<file path="src/dso_defines.svh">
// register map, field layout and reset values of the dma status observer
// Operation
// The high address word shows address bits 23 to 16 in its bits 7 to 0, read-only, zero after reset.
// Bits 15 to 8 of the high address word read as zero and hold nothing.
// The low address word shows address bits 15 to 0, read-only, zero after reset.
// The collision word holds one read-only flag per channel at bit n for channels 0 to 3, bits 15 to 4 read zero.
// A channel flag reads 1 once a write collision was seen on that channel and 0 otherwise, zero after reset; the code clears it via the clear word.
// The address is captured on every engine RAM access and a flag sets when a channel write meets a competing write.
`ifndef DSO_DEFINES_SVH
`define DSO_DEFINES_SVH
// ----------------------------------------
// register offsets
// ----------------------------------------
`define DSO_OFF_ADDR_HIGH 12'h000
`define DSO_OFF_ADDR_LOW 12'h004
`define DSO_OFF_COLL_STATUS 12'h008
`define DSO_OFF_COLL_CLEAR 12'h00C
`define DSO_OFF_IRQ_ENABLE 12'h010
// ----------------------------------------
// fields and reset values
// ----------------------------------------
`define DSO_ADDR_W 24
`define DSO_NUM_CH 4
`define DSO_ADDR_RESET 24'h000000
`define DSO_FLAG_RESET 4'h0
`endif

</file>
<file path="src/dso_pkg.sv">
// types shared by the dma status observer modules
package dso_pkg;
    typedef logic [23:0] dso_addr_t;
    typedef logic [3:0] dso_flags_t;
endpackage : dso_pkg

</file>
<file path="src/dso_evt_if.sv">
// event carrier between collision detector and status register
`timescale 1ns/10ps
`default_nettype none
interface dso_evt_if;
    logic [3:0] coll;
    modport src (output coll);
    modport dst (input coll);
endinterface : dso_evt_if
`default_nettype wire

</file>
<file path="src/dso_coll_detect.sv">
// per-channel peripheral write collision detector
`timescale 1ns/10ps
`default_nettype none
module dso_coll_detect
    import dso_pkg::*;
#(
    parameter int NUM_CH = 4
)(
    // channel write requests
    input wire logic [NUM_CH-1:0] ch_wr_i,
    input wire logic [NUM_CH-1:0] comp_wr_i,
    // event out
    dso_evt_if.src evt
);
    genvar g;
    generate
        for (g = 0; g < NUM_CH; g++)
        begin : g_ch
            // coincident writes collide
            assign evt.coll[g] = ch_wr_i[g] & comp_wr_i[g];
        end
    endgenerate
endmodule : dso_coll_detect
`default_nettype wire

</file>
<file path="src/dso_top.sv">
// dma status observer top with apb register file and interrupt
`timescale 1ns/10ps
`default_nettype none
`include "dso_defines.svh"
module dso_top
    import dso_pkg::*;
(
    // clock and reset
    input wire logic clk_i,
    input wire logic resetn_i,
    // apb slave
    input wire logic psel_i,
    input wire logic penable_i,
    input wire logic pwrite_i,
    input wire logic [11:0] paddr_i,
    input wire logic [31:0] pwdata_i,
    output logic [31:0] prdata_o,
    output logic pready_o,
    output logic pslverr_o,
    // dma engine observation
    input wire logic ram_acc_i,
    input wire logic [23:0] ram_addr_i,
    input wire logic [3:0] ch_wr_i,
    input wire logic [3:0] comp_wr_i,
    // interrupt
    output logic irq_o
);
    // ----------------------------------------
    // state
    // ----------------------------------------
    dso_addr_t addr_q;
    dso_flags_t flag_q;
    dso_flags_t en_q;
    dso_evt_if evt_bus ();
    logic acc;
    logic clr_wr;

    dso_coll_detect #(.NUM_CH(`DSO_NUM_CH)) u_det (
        .ch_wr_i(ch_wr_i),
        .comp_wr_i(comp_wr_i),
        .evt(evt_bus)
    );

    // access phase: single wait-free answer
    assign acc = psel_i & penable_i;
    assign clr_wr = acc & pwrite_i & (paddr_i == `DSO_OFF_COLL_CLEAR);

    // ----------------------------------------
    // address decode
    // ----------------------------------------
    // one list of mapped words keeps the error and the checks in step
    function automatic logic is_mapped(input logic [11:0] addr);
        logic hit;
        hit = (addr == `DSO_OFF_ADDR_HIGH) | (addr == `DSO_OFF_ADDR_LOW) | (addr == `DSO_OFF_COLL_STATUS) |
            (addr == `DSO_OFF_COLL_CLEAR) | (addr == `DSO_OFF_IRQ_ENABLE);
        return hit;
    endfunction : is_mapped

    // capture every access
    always_ff @(posedge clk_i or negedge resetn_i)
    begin
        if (!resetn_i)
            addr_q <= `DSO_ADDR_RESET;
        else if (ram_acc_i)
            addr_q <= ram_addr_i;
    end

    // sticky, set wins over clear
    always_ff @(posedge clk_i or negedge resetn_i)
    begin
        if (!resetn_i)
            flag_q <= `DSO_FLAG_RESET;
        else
            flag_q <= (flag_q & ~(clr_wr ? pwdata_i[3:0] : 4'h0)) | evt_bus.coll;
    end

    always_ff @(posedge clk_i or negedge resetn_i)
    begin
        if (!resetn_i)
            en_q <= `DSO_FLAG_RESET;
        else if (acc & pwrite_i & (paddr_i == `DSO_OFF_IRQ_ENABLE))
            en_q <= pwdata_i[3:0];
    end

    // ----------------------------------------
    // apb read path
    // ----------------------------------------
    always_ff @(posedge clk_i or negedge resetn_i)
    begin
        if (!resetn_i)
        begin
            prdata_o <= 32'h00000000;
            pready_o <= 1'b0;
            pslverr_o <= 1'b0;
        end
        else
        begin
            // ready in the first access cycle, dropped after
            pready_o <= psel_i & ~penable_i;
            pslverr_o <= 1'b0;
            prdata_o <= 32'h00000000;
            if (psel_i & ~penable_i & ~pwrite_i)
            begin
                unique case (paddr_i)
                    // high byte, R2: upper bits zero
                    `DSO_OFF_ADDR_HIGH: prdata_o <= {24'h000000, addr_q[23:16]};
                    // low sixteen bits
                    `DSO_OFF_ADDR_LOW: prdata_o <= {16'h0000, addr_q[15:0]};
                    // flags in bits 3..0
                    `DSO_OFF_COLL_STATUS: prdata_o <= {28'h0000000, flag_q};
                    `DSO_OFF_IRQ_ENABLE: prdata_o <= {28'h0000000, en_q};
                    default: prdata_o <= 32'h00000000;
                endcase
            end
            if (psel_i & ~penable_i)
                pslverr_o <= ~is_mapped(paddr_i);
        end
    end

    always_ff @(posedge clk_i or negedge resetn_i)
    begin
        if (!resetn_i)
            irq_o <= 1'b0;
        else
            irq_o <= |(flag_q & en_q);
    end

    // ----------------------------------------
    // assertions
    // ----------------------------------------
    property p_addr_cap;
        @(posedge clk_i) disable iff (!resetn_i)
        ram_acc_i |=> addr_q == $past(ram_addr_i);
    endproperty
    a_addr_cap: assert property (p_addr_cap) else $error("address not captured");

    property p_high_read;
        @(posedge clk_i) disable iff (!resetn_i)
        (psel_i && !penable_i && !pwrite_i && paddr_i == `DSO_OFF_ADDR_HIGH && !ram_acc_i)
            |=> prdata_o == {24'h000000, addr_q[23:16]};
    endproperty
    a_high_read: assert property (p_high_read) else $error("high read wrong");

    property p_high_zero;
        @(posedge clk_i) disable iff (!resetn_i)
        (psel_i && !penable_i && paddr_i == `DSO_OFF_ADDR_HIGH) |=> prdata_o[31:8] == 24'h000000;
    endproperty
    a_high_zero: assert property (p_high_zero) else $error("high upper bits set");

    property p_low_read;
        @(posedge clk_i) disable iff (!resetn_i)
        (psel_i && !penable_i && !pwrite_i && paddr_i == `DSO_OFF_ADDR_LOW && !ram_acc_i)
            |=> prdata_o == {16'h0000, addr_q[15:0]};
    endproperty
    a_low_read: assert property (p_low_read) else $error("low read wrong");

    property p_coll_read;
        @(posedge clk_i) disable iff (!resetn_i)
        (psel_i && !penable_i && paddr_i == `DSO_OFF_COLL_STATUS) |=> prdata_o[31:4] == 28'h0000000;
    endproperty
    a_coll_read: assert property (p_coll_read) else $error("collision upper bits set");

    property p_flag_set;
        @(posedge clk_i) disable iff (!resetn_i)
        (ch_wr_i[0] && comp_wr_i[0]) |=> flag_q[0] ##1 irq_o == en_q[0] || $past(en_q[0]) != en_q[0] || irq_o;
    endproperty
    a_flag_set: assert property (p_flag_set) else $error("flag not set");

    property p_flag_hold;
        @(posedge clk_i) disable iff (!resetn_i)
        (!clr_wr && flag_q != 4'h0) |=> (flag_q & $past(flag_q)) == $past(flag_q);
    endproperty
    a_flag_hold: assert property (p_flag_hold) else $error("flag lost without clear");

    property p_ready_one;
        @(posedge clk_i) disable iff (!resetn_i)
        (psel_i && !penable_i) |=> pready_o ##1 !pready_o;
    endproperty
    a_ready_one: assert property (p_ready_one) else $error("pready not one cycle"); // apb handshake

    // only an engine access may move the captured address
    property p_addr_hold;
        @(posedge clk_i) disable iff (!resetn_i)
        !ram_acc_i |=> $stable(addr_q);
    endproperty
    a_addr_hold: assert property (p_addr_hold) else $error("address moved without access");

    // read data is the word as it stood at the setup edge
    property p_high_live;
        @(posedge clk_i) disable iff (!resetn_i)
        (psel_i && !penable_i && !pwrite_i && paddr_i == `DSO_OFF_ADDR_HIGH)
            |=> prdata_o[7:0] == $past(addr_q[23:16]);
    endproperty
    a_high_live: assert property (p_high_live) else $error("high byte not the captured one");

    property p_low_live;
        @(posedge clk_i) disable iff (!resetn_i)
        (psel_i && !penable_i && !pwrite_i && paddr_i == `DSO_OFF_ADDR_LOW)
            |=> prdata_o[15:0] == $past(addr_q[15:0]);
    endproperty
    a_low_live: assert property (p_low_live) else $error("low half not the captured one");

    property p_low_zero;
        @(posedge clk_i) disable iff (!resetn_i)
        (psel_i && !penable_i && paddr_i == `DSO_OFF_ADDR_LOW) |=> prdata_o[31:16] == 16'h0000;
    endproperty
    a_low_zero: assert property (p_low_zero) else $error("low upper bits set");

    property p_coll_flags;
        @(posedge clk_i) disable iff (!resetn_i)
        (psel_i && !penable_i && !pwrite_i && paddr_i == `DSO_OFF_COLL_STATUS)
            |=> prdata_o[3:0] == $past(flag_q);
    endproperty
    a_coll_flags: assert property (p_coll_flags) else $error("collision flags read wrong");

    property p_clr_read;
        @(posedge clk_i) disable iff (!resetn_i)
        (psel_i && !penable_i && paddr_i == `DSO_OFF_COLL_CLEAR) |=> prdata_o == 32'h00000000;
    endproperty
    a_clr_read: assert property (p_clr_read) else $error("clear word read not zero");

    property p_irq_quiet;
        @(posedge clk_i) disable iff (!resetn_i)
        ((flag_q & en_q) == 4'h0) |=> !irq_o;
    endproperty
    a_irq_quiet: assert property (p_irq_quiet) else $error("interrupt without enabled flag");

    property p_irq_high;
        @(posedge clk_i) disable iff (!resetn_i)
        irq_o |-> $past((flag_q & en_q) != 4'h0);
    endproperty
    a_irq_high: assert property (p_irq_high) else $error("interrupt without cause");

    property p_err_unmapped;
        @(posedge clk_i) disable iff (!resetn_i)
        (psel_i && !penable_i && !is_mapped(paddr_i)) |=> pslverr_o && pready_o;
    endproperty
    a_err_unmapped: assert property (p_err_unmapped) else $error("unmapped access not refused");

    property p_err_mapped;
        @(posedge clk_i) disable iff (!resetn_i)
        (psel_i && !penable_i && is_mapped(paddr_i)) |=> !pslverr_o;
    endproperty
    a_err_mapped: assert property (p_err_mapped) else $error("mapped access refused");

    property p_err_ready;
        @(posedge clk_i) disable iff (!resetn_i)
        pslverr_o |-> pready_o;
    endproperty
    a_err_ready: assert property (p_err_ready) else $error("error without ready");

    property p_ready_idle;
        @(posedge clk_i) disable iff (!resetn_i)
        !(psel_i && !penable_i) |=> !pready_o;
    endproperty
    a_ready_idle: assert property (p_ready_idle) else $error("ready without setup");

    property p_rdata_idle;
        @(posedge clk_i) disable iff (!resetn_i)
        !(psel_i && !penable_i && !pwrite_i) |=> prdata_o == 32'h00000000;
    endproperty
    a_rdata_idle: assert property (p_rdata_idle) else $error("read data outside a read");

    property p_en_write;
        @(posedge clk_i) disable iff (!resetn_i)
        (acc && pwrite_i && paddr_i == `DSO_OFF_IRQ_ENABLE) |=> en_q == $past(pwdata_i[3:0]);
    endproperty
    a_en_write: assert property (p_en_write) else $error("enable write lost");

    property p_en_hold;
        @(posedge clk_i) disable iff (!resetn_i)
        !(acc && pwrite_i && paddr_i == `DSO_OFF_IRQ_ENABLE) |=> $stable(en_q);
    endproperty
    a_en_hold: assert property (p_en_hold) else $error("enable moved without write");

    property p_en_read;
        @(posedge clk_i) disable iff (!resetn_i)
        (psel_i && !penable_i && !pwrite_i && paddr_i == `DSO_OFF_IRQ_ENABLE)
            |=> prdata_o == {28'h0000000, $past(en_q)};
    endproperty
    a_en_read: assert property (p_en_read) else $error("enable read wrong");

    // ----------------------------------------
    // per channel flag checks
    // ----------------------------------------
    // every channel checked, not only the first
    genvar c;
    generate
        for (c = 0; c < `DSO_NUM_CH; c++)
        begin : g_flag_chk
            property p_ch_set;
                @(posedge clk_i) disable iff (!resetn_i)
                (ch_wr_i[c] && comp_wr_i[c]) |=> flag_q[c];
            endproperty
            a_ch_set: assert property (p_ch_set) else $error("channel flag not set");

            property p_ch_clear;
                @(posedge clk_i) disable iff (!resetn_i)
                (clr_wr && pwdata_i[c] && !(ch_wr_i[c] && comp_wr_i[c])) |=> !flag_q[c];
            endproperty
            a_ch_clear: assert property (p_ch_clear) else $error("channel flag not cleared");

            property p_ch_idle;
                @(posedge clk_i) disable iff (!resetn_i)
                (!flag_q[c] && !(ch_wr_i[c] && comp_wr_i[c])) |=> !flag_q[c];
            endproperty
            a_ch_idle: assert property (p_ch_idle) else $error("channel flag set without collision");

            property p_ch_irq;
                @(posedge clk_i) disable iff (!resetn_i)
                (flag_q[c] && en_q[c]) |=> irq_o;
            endproperty
            a_ch_irq: assert property (p_ch_irq) else $error("enabled flag gave no interrupt");
        end
    endgenerate
endmodule : dso_top
`default_nettype wire

</file>
<file path="config.mk">
export PLATFORM = sky130hd
export DESIGN_NAME = dso_top
export DESIGN_NICKNAME = d
export VERILOG_FILES = /design/src/dso_pkg.sv /design/src/dso_evt_if.sv /design/src/dso_coll_detect.sv /design/src/dso_top.sv
export VERILOG_INCLUDE_DIRS = /design/src
export SDC_FILE = /design/constraint.sdc
export NUM_CORES = 1
export LEC_CHECK = 0
export BUFFER_PORTS_ARGS = -buffer_cell sky130_fd_sc_hd__buf_2
export CORE_AREA = 2 2 72 74
export CTS_CLUSTER_SIZE = 40
export DETAILED_ROUTE_END_ITERATION = 10
export DIE_AREA = 0 0 74 76
export PLACE_DENSITY = 0.93
export SETUP_SLACK_MARGIN = 0.1
export SLEW_MARGIN = 10
export SYNTH_ARGS = -nofsm -noshare
export SYNTH_HDL_FRONTEND = slang
export SYNTH_HIERARCHICAL = 1
export SYNTH_SLANG_ARGS = --single-unit
</file>
<file path="constraint.sdc">
create_clock -name clk_i -period 1.8 [get_ports clk_i]
set_input_delay 0.36 -clock clk_i [delete_from_list [all_inputs] [get_ports clk_i]]
set_output_delay 0.36 -clock clk_i [all_outputs]
set_load 0.1 [all_outputs]
</file>
==> run_results.csv, run 1 <==
group,metric,value,unit
yosys,synth_area_leaders,"dfrtp_1 57%, mux2_2 14%, buf_4 5.4%",
worst_setup_path,worstPathRequired,2040,ps
yosys,syn_inst,175,
timing,setup_violations,0,
worst_hold_path,hold_path_class,"input pin to async pin",
final_layout,n_fill_cell,419,
global_route,grt_pass1_wl,6.637,mm
detailed_routing,drtIter0Drc,55,
yosys,netlist.area_leader.share,0.5714,
worst_setup_path,crit_start,"paddr_i[6]",
detailed_routing,routed-via-count,1533,
worst_setup_path,reg2reg_from,"en_q[2]",
floorplan,start_util,0.4547,
yosys,ys_types,25,
cts,clk_pin_slew,80,ps
yosys,netlist_area,2233,um^2
final_layout,fin_nets,338,
timing,timing.fmax,0.5714,GHz
cts,clock-root-buffer,"clkbuf_8",
global_route,antenna_found_initial,0,
detailed_routing,drtAntennaViolNets,0,
yosys,ys_seq_area_frac,0.5714,
detailed_routing,wirelength,4.087,mm
global_route,grt.overflow.total,0,
cts,cts.sinks,51,
timing,finalMaxSlewViolations,0,
floorplan,fp.dieH,76,um
job,maxCapViolCount,0,
final_layout,final_cells,326,
global_route,grt_pass1_vias,1465,
floorplan,die_w,74,um
worst_setup_path,cp-endpoint,"prdata_o[6]",
pwr,p_leak,0.001425,uW
floorplan,core,4912,um^2
worst_setup_path,worstReg2RegEnd,"prdata_o[2]",
final_layout,n_antenna_cell,0,
detailed_routing,wire_per_inst,12.54,um
global_route,grt_usage,0.1544,
yosys,syn_area_per_cell,12.76,um^2
floorplan,dieArea,5624,um^2
yosys,yosysWarnings,6,
worst_setup_path,r2r_setup_slack,650,ps
worst_setup_path,crit_fanout,4,
yosys,yosysTopAreaCell,"dfrtp_1",
final_layout,final_util,0.5642,
detailed_routing,avgViaCountPerCell,4.702,
final_layout,area_growth,24.09,%
yosys,ys_ff_latch,51,
timing,fin_skew,10.71,ps
timing,rsz0062_at_grt,"true",
worst_setup_path,worstRegToRegCells,4,
timing,slew_headroom,0.6521,
yosys,async_reset_ff_frac,1.000,
cts,h-tree-depth,2,
pwr,ir_drop,0.2709,mV
timing,hold_violations,6,
timing,fin_crit_sh,0.9722,
detailed_routing,first_pass_iters,4,
placed_design,portBuffers,72,
placed_design,gp_congestion,0.7579,
floorplan,num_rows,26,
global_route,grt_max_degree,25,
cts,worstSkewPairLatency,300,ps
pwr,power_density,803.4,nW/um^2
cts,clock_path_buffers,2,
placed_design,post-place-cells,318,
yosys,ys.flop_type,"dfrtp_1",
worst_setup_path,worstSetupEndpointType,"flip-flop",
timing,tightest_slew,521.8,ps
worst_setup_path,path_class,"input pin to flip-flop",
placed_design,hpwlAfterDp,3.272,mm
yosys,synth_most_common_cell,"dfrtp_1",
yosys,synth_edf_count,0,
timing,worst_hold_slack,-5.305,ps
final_layout,drive_gt1_frac,0.4961,
outcome,violations,"hold timing",
cts,cts_tree,"yes",
pwr,power,2226,uW
yosys,netlist_top_cells_count,"51 x dfrtp_1, 28 x mux2_2, 16 x buf_4",
timing,period_minus_slack,1750,ps
outcome,outcome,"complete, but fails checks",
floorplan,io_pins,117,
detailed_routing,drcViolationCount,0,
cts,cts_inserted_buffers,5,
worst_setup_path,start_kind,"input pin",
worst_setup_path,cp_data_arrival_time,1990,ps
cts,postCtsHoldBufs,0,
-- per-stage QoR --
stage | worst slack [ps] | setup TNS (ps) | cell area, um^2
6_report | 49.98 | 0 | 2771
5_1_grt | 14.72 | 0 | 2771
4_1_cts | 7.070 | 0 | 2763
3_5_place_dp | -330.2 | -5452 | 2664
3_3_place_gp | -299.0 | -4986 | 2664
2_1_floorplan | -160.7 | -1734 | 2295
-- sequential cells by signal, summed over array words and instances (netlist names) --
register   count
pslverr_o      1
pready_o       1
en_q           4
prdata_o      16
addr_q        24
irq_o          1
flag_q         4
-- cells by family after synthesis --
kind of cell / share of synthesized area
buf+inv: 0.06555
mux: 0.1770
flops: 0.5714
simple gates: 0.1317
other cells: 0.001679
compound gates: 0.05266
-- worst min-delay path by stage --
stage                   from            to  slack (ps)  cells after the start
floorplan           resetn_i     addr_q[0]          60                      0
global placement    resetn_i  prdata_o[12]         320                      1
detailed placement  resetn_i  prdata_o[12]         330                      1
CTS                 resetn_i  prdata_o[12]           1                      1
global route        resetn_i     addr_q[8]          20                      1
finish              resetn_i     addr_q[8]          -5                      1
-- what timing repair did --
action | 4_1_cts | 5_1_grt
gates resized for setup | 2 | 2
pin swaps | 8 | 5
buffers inserted | 1 | 0
hold endpoints to repair | 0 | 0
setup endpoints to repair | 16 | 20
-- cells in the final DEF, fill, tap and decap left out --
master / instances
buf_6: 2
nor4_4: 1
dfrtp_1: 51
o21ai_0: 5
a2bb2oi_1: 4
mux2_2: 28
buf_4: 10
a21o_1: 4
or4_4: 3
and2_1: 8
a22oi_1: 2
a21boi_0: 1
nand3_1: 9
buf_2: 70
nand3_2: 1
nand2_1: 2
a21oi_1: 1
or3b_2: 1
conb_1: 16
clkinv_2: 1
mux2i_1: 8
clkbuf_8: 5
nor2_1: 7
and3_1: 8
nor3_1: 1
clkinv_4: 1
nor2_2: 2
or3_4: 1
nor3_2: 1
nor2b_1: 2
-- critical path: stages --
cell	delay (ps)
buf_6	90
or4_4	520
or4_4	520
or3_4	380
nor2_2	110
-- where the power goes --
group | switching [uW] | leakage [uW] | internal (uW)
combinational | 263 | 0.000746 | 129
sequential | 28.5 | 0.000635 | 1200
clock | 338 | 0.0000440 | 266
total | 630 | 0.00142 | 1600
-- final cells by class --
class | instances | area (um^2) | area share
clock buffer | 5 | 68.82 | 0.02483
clock inverter | 2 | 13.76 | 0.004966
multi-input combinational | 116 | 877.1 | 0.3165
sequential | 51 | 1276 | 0.4605
tap | 70 | 87.58 | 0.03160
timing repair buffer | 82 | 447.9 | 0.1616
-- metal layers --
| metal | vias up | routed length (um) | track usage |
|---|---|---|---|
| met3 | 8 | 230 | 0.04101 |
| met2 | 45 | 2279 | 0.2679 |
| li1 | 744 | - | - |
| met5 | - | 0 | 0 |
| met4 | 0 | 80 | 0.05818 |
| met1 | 736 | 1496 | 0.1781 |
(Power assumes the default switching activity.)
==> inputs of run 2 (changes only) <==
SETUP_SLACK_MARGIN = not set   (was 0.1)
SLEW_MARGIN = not set   (was 10)
==> run 2 against run 1 <==
  * The flow now finishes without violations
  * First-iteration DRC count decreased by 22%
  * Die area unchanged
  * Non-clock buffer count unchanged
  * Power rose by 3.3%
  * Final area barely moved
  * Via count increased by 0.91%
  * Combinational power hardly changed
  * Clock power rose by 12%
  * Fmax down 1.1%
==> run_results.csv, run 2 (synthesis gave the netlist of run 1 again) <==
group,metric,value,unit
placed_design,portBuffers,72,
floorplan,die_w,74,um
timing,period_minus_slack,1770,ps
pwr,clkPwrFrac,0.295,
detailed_routing,drcViolationCount,0,
job,maxCapViolCount,0,
timing,fin_skew,13.24,ps
cts,cts_inserted_buffers,5,
global_route,grt.overflow.total,0,
pwr,power,2299,uW
timing,rsz0062_at_grt,"false",
placed_design,place_ws,-331.3,ps
floorplan,core,4912,um^2
worst_setup_path,slowest_delay,520,ps
worst_setup_path,worstSetupEndpointType,"flip-flop",
cts,clock_path_buffers,2,
detailed_routing,drtIter0Drc,43,
placed_design,placedInstanceArea,2664,um^2
cts,clk_pin_slew,90,ps
detailed_routing,drtAntennaViolNets,0,
pwr,power.internal,1643,uW
pwr,sequentialPowerShare,0.534,
pwr,power_switching,656.4,uW
detailed_routing,wire_per_inst,12.87,um
worst_setup_path,crit_fanout,4,
detailed_routing,wirelength,4.208,mm
worst_setup_path,crit_top_cell,"or4_4",
global_route,antenna_found_initial,0,
worst_setup_path,start_kind,"input pin",
cts,h-tree-depth,2,
detailed_routing,first_pass_iters,4,
cts,post_cts_buffers,0,
timing,timing.fmax,0.5649,GHz
worst_setup_path,crit_buf_inv,1,
floorplan,dieArea,5624,um^2
pwr,comb_power_share,0.171,
final_layout,largest_reg_flops,24,
pwr,ir_drop,0.2967,mV
pwr,p_leak,0.001426,uW
pwr,p_sw_frac,0.2855,
timing,setup_violations,0,
worst_hold_path,hold_path_class,"input pin to flip-flop",
final_layout,n_antenna_cell,0,
final_layout,regMostFlops,"addr_q",
detailed_routing,avgViaCountPerCell,4.731,
floorplan,start_util,0.4547,
cts,cts_tree,"yes",
global_route,grt_usage,0.1560,
final_layout,fin_nets,338,
pwr,power_density,829.3,nW/um^2
worst_setup_path,slowest_stage,"or4_4",
final_layout,design_area,2773,um^2
timing,slew_headroom,0.6494,
floorplan,fp.dieH,76,um
worst_setup_path,crit_chain,"buf_2 -> or4_4 -> or4_4 -> or3_4 -> nor2_2",
placed_design,gp_congestion,0.7495,
cts,cts.sinks,51,
final_layout,area_growth,24.15,%
timing,fin_crit_sh,0.9835,
global_route,grt_max_degree,25,
final_layout,final_cells,327,
final_layout,final_util,0.5644,
global_route,grt_pass1_vias,1530,
timing,finalMaxSlewViolations,0,
worst_setup_path,worstPathRequired,2040,ps
final_layout,reg.largest.list,"addr_q x24, prdata_o x16",
final_layout,final_common_cell,"buf_2",
floorplan,io_pins,117,
global_route,grt_pass1_wl,6.762,mm
worst_setup_path,path_class,"input pin to flip-flop",
final_layout,layout_common_cells,"72 x buf_2, 51 x dfrtp_1, 28 x mux2_2",
outcome,outcome,"completed",
floorplan,num_rows,26,
worst_setup_path,critPathTopFamily,"simple AND/OR/NAND/NOR gates",
timing,setup_ws,29.70,ps
timing,hold_violations,0,
placed_design,post-place-cells,318,
cts,clock-root-buffer,"clkbuf_8",
final_layout,drive_gt1_frac,0.4903,
detailed_routing,routed-via-count,1547,
cts,worstSkewPairLatency,310,ps
timing,tightest_slew,525.9,ps
placed_design,hpwlAfterDp,3.232,mm
worst_setup_path,cp_data_arrival_time,2010,ps
run 2: path summary, 6_finish.rpt:
| kind | start | end | slack [ps] | depth (start not counted) |
|---|---|---|---|---|
| max | paddr_i[9] | prdata_o[6] | 30 | 5 |
| min | ram_addr_i[16] | addr_q[16] | 280 | 2 |
| max reg2reg | en_q[3] | prdata_o[3] | 640 | 4 |
| min reg2reg | addr_q[11] | addr_q[11] | 500 | 1 |
| max in group asynchronous | resetn_i | irq_o | 670 | 3 |
| min in group asynchronous | resetn_i | addr_q[10] | 540 | 2 |
run 2: power groups by stage:
stage          sequential, uW  clock (uW)  combinational (uW)
2_1_floorplan            1260           0                 291
3_3_place_gp             1250           0                 381
3_5_place_dp             1250           0                 392
4_1_cts                  1230         699                 395
5_1_grt                  1240         743                 421
6_report                 1230         679                 392
run 2: metal layers:
| metal | vias up | GRT usage | routed length (um) |
|---|---|---|---|
| li1 | 740 | - | - |
| met4 | 0 | 0.06182 | 49 |
| met2 | 41 | 0.2634 | 2293 |
| met3 | 4 | 0.04630 | 213 |
| met5 | - | 0 | 0 |
| met1 | 762 | 0.1824 | 1651 |
run 2: cell type report:
| type | count | area, um^2 |
|---|---|---|
| Fill cell | 412 | 2140 |
| Multi-Input combinational cell | 116 | 874.6 |
| Clock buffer | 6 | 82.58 |
| Clock inverter | 2 | 13.76 |
| Tap cell | 70 | 87.58 |
| Timing Repair Buffer | 82 | 437.9 |
| Sequential cell | 51 | 1276 |
run 2: worst register-to-register path, delay by kind of cell, from the launching register on:
kind	cells	cell delay [ps]
and+or+nand+nor	1	180
DFF	1	420
muxes	1	180
AOI/OAI and AO/OA	2	270
run 2: what timing repair did:
item,CTS,global route
setup endpoints to repair,1,7
endpoints found under the hold margin,19,0
hold buffers,1,0
gates resized for setup,1,0
pin swaps,0,1
cloned,0,0
run 2: through the flow:
| step | TNS, ps | hold slack, ps |
|---|---|---|
| floorplan | -1734 | 64.41 |
| global placement | -4945 | 320.5 |
| detailed placement | -5272 | 331.8 |
| CTS | 0 | 272.3 |
| global route | 0 | 270.2 |
| finish | 0 | 280.5 |
==> inputs of run 3 (changes only) <==
CORE_AREA = 2 2 100 54   (was 2 2 72 74)
DIE_AREA = 0 0 102 56   (was 0 0 74 76)
==> run 3 against run 2 <==
  * Wire length rose by 3.5%
  * Critical endpoint is now prdata_o[4]
  * Sequential power barely moved
  * Non-clock buffer count fell by 2
  * Final area rose by 0.90%
  * Via count rose by 1.1%
  * Fmax fell by 1.5%
  * Highest routed layer is now met3
  * Critical path type unchanged
  * Register-to-register slack barely moved
  * Utilization rose by 2.2 points
  * Clock power rose by 14%
==> run_results.csv, run 3 (synthesis gave the netlist of run 1 again) <==
group,metric,value,unit
outcome,outcome,"completed",
final_layout,layout_common_cells,"71 x buf_2, 51 x dfrtp_1, 28 x mux2_2",
placed_design,portBuffers,72,
detailed_routing,wire_per_inst,13.40,um
timing,slew_headroom,0.6225,
cts,clk_pin_slew,90,ps
cts,worstSkewPairLatency,290,ps
final_layout,drive_gt1_frac,0.5020,
worst_setup_path,crit_fanout,4,
floorplan,die_w,102,um
worst_setup_path,worstPathRequired,2030,ps
job,maxCapViolCount,0,
detailed_routing,drcViolationCount,0,
timing,rsz0062_at_grt,"true",
cts,cts.sinks,51,
floorplan,num_rows,18,
final_layout,final_common_cell,"buf_2",
detailed_routing,routed-via-count,1564,
global_route,grt_pass1_wl,7.348,mm
pwr,ir_drop,0.3676,mV
cts,clock_path_buffers,2,
worst_hold_path,hold_path_class,"input pin to async pin",
final_layout,multi_input_area,882.1,um^2
timing,setup_violations,0,
timing,fin_skew,6.082,ps
cts,cts_tree,"yes",
final_layout,largest_reg_flops,24,
global_route,grt_pass1_vias,1531,
final_layout,n_fill_cell,425,
final_layout,n_antenna_cell,0,
floorplan,io_pins,117,
timing,setup-tns-final,0,ps
cts,clock-root-buffer,"clkbuf_8",
final_layout,final_util,0.5860,
timing,timing.fmax,0.5565,GHz
timing,period_minus_slack,1797,ps
final_layout,seqCellArea,1276,um^2
worst_setup_path,start_kind,"input pin",
final_layout,area_growth,25.27,%
worst_setup_path,crit_start,"paddr_i[10]",
floorplan,start_util,0.4678,
detailed_routing,first_pass_iters,4,
cts,postCtsHoldBufs,0,
timing,fin_crit_sh,0.9983,
worst_setup_path,worstSetupEndpointType,"flip-flop",
detailed_routing,wirelength,4.356,mm
global_route,antenna_found_initial,0,
cts,post_cts_buffers,0,
timing,tightest_slew,566.3,ps
detailed_routing,drtIter0Drc,73,
global_route,grt_max_degree,52,
detailed_routing,avgViaCountPerCell,4.812,
cts,h-tree-depth,2,
placed_design,hpwlAfterDp,3.389,mm
final_layout,regMostFlops,"addr_q",
pwr,power,2399,uW
timing,hold_violations,0,
timing,finalMaxSlewViolations,0,
detailed_routing,drtAntennaViolNets,0,
final_layout,reg.largest.list,"addr_q x24, prdata_o x16",
pwr,p_leak,0.001432,uW
floorplan,core,4775,um^2
cts,cts_inserted_buffers,5,
floorplan,dieArea,5712,um^2
global_route,grt.overflow.total,0,
floorplan,fp.dieH,56,um
global_route,grt_usage,0.1671,
worst_setup_path,reg2reg_from,"en_q[3]",
worst_setup_path,path_class,"input pin to flip-flop",
pwr,power_density,857.4,nW/um^2
final_layout,fin_nets,336,
placed_design,gp_congestion,0.8464,
worst_setup_path,cp_data_arrival_time,2020,ps
run 3: timing repair:
item	4_1_cts	5_1_grt
gates resized for setup	0	5
endpoints found under the setup margin	0	7
hold endpoints to repair	0	0
run 3: final timing paths:
| check | cells after the start | to | slack (ps) |
|---|---|---|---|
| hold reg to reg | 1 | addr_q[10] | 510 |
| max in group asynchronous | 2 | addr_q[3] | 1530 |
| hold / removal | 2 | prdata_o[1] | 30 |
| min in group clk_i | 2 | addr_q[18] | 290 |
| setup reg to reg | 4 | prdata_o[3] | 640 |
| setup / recovery | 5 | prdata_o[4] | 3 |
run 3: metrics by stage:
| step | hold slack, ps | setup slack [ps] | instances | instance area [um^2] |
|---|---|---|---|---|
| 2_1_floorplan | 64.41 | -160.7 | 190 | 2295 |
| 3_3_place_gp | 367.4 | -297.4 | 317 | 2669 |
| 3_5_place_dp | 372.2 | -302.8 | 317 | 2669 |
| 4_1_cts | 43.56 | 6.934 | 325 | 2781 |
| 5_1_grt | 39.29 | -19.07 | 325 | 2798 |
| 6_report | 31.01 | 3.077 | 325 | 2798 |
run 3: worst max-delay path: stages:
cell    delay, ps
buf_6          90
or4_4         520
or4_4         510
or3_4         450
nor2_2         90
run 3: report_power, final:
part | internal (uW) | leakage [uW] | switching (uW) | total [uW]
logic | 129 | 0.000739 | 268 | 397
clock network | 414 | 0.0000581 | 360 | 774
registers | 1200 | 0.000635 | 27.1 | 1230
run 3: per-layer routing:
metal,GRT usage,share of wire,vias to the layer above
met5,0,0,-
li1,-,-,742
met1,0.2329,0.45,770
met2,0.2641,0.47,52
met3,0.05528,0.080,0
met4,0.01714,0,0
run 3: layout make-up:
type,count,share of cell area
well taps,70,0.03131
flip-flops and latches,51,0.4562
repair buffers,80,0.1570
clock buffers,5,0.02460
multi-input cells,116,0.3153
clock inverters,3,0.01565
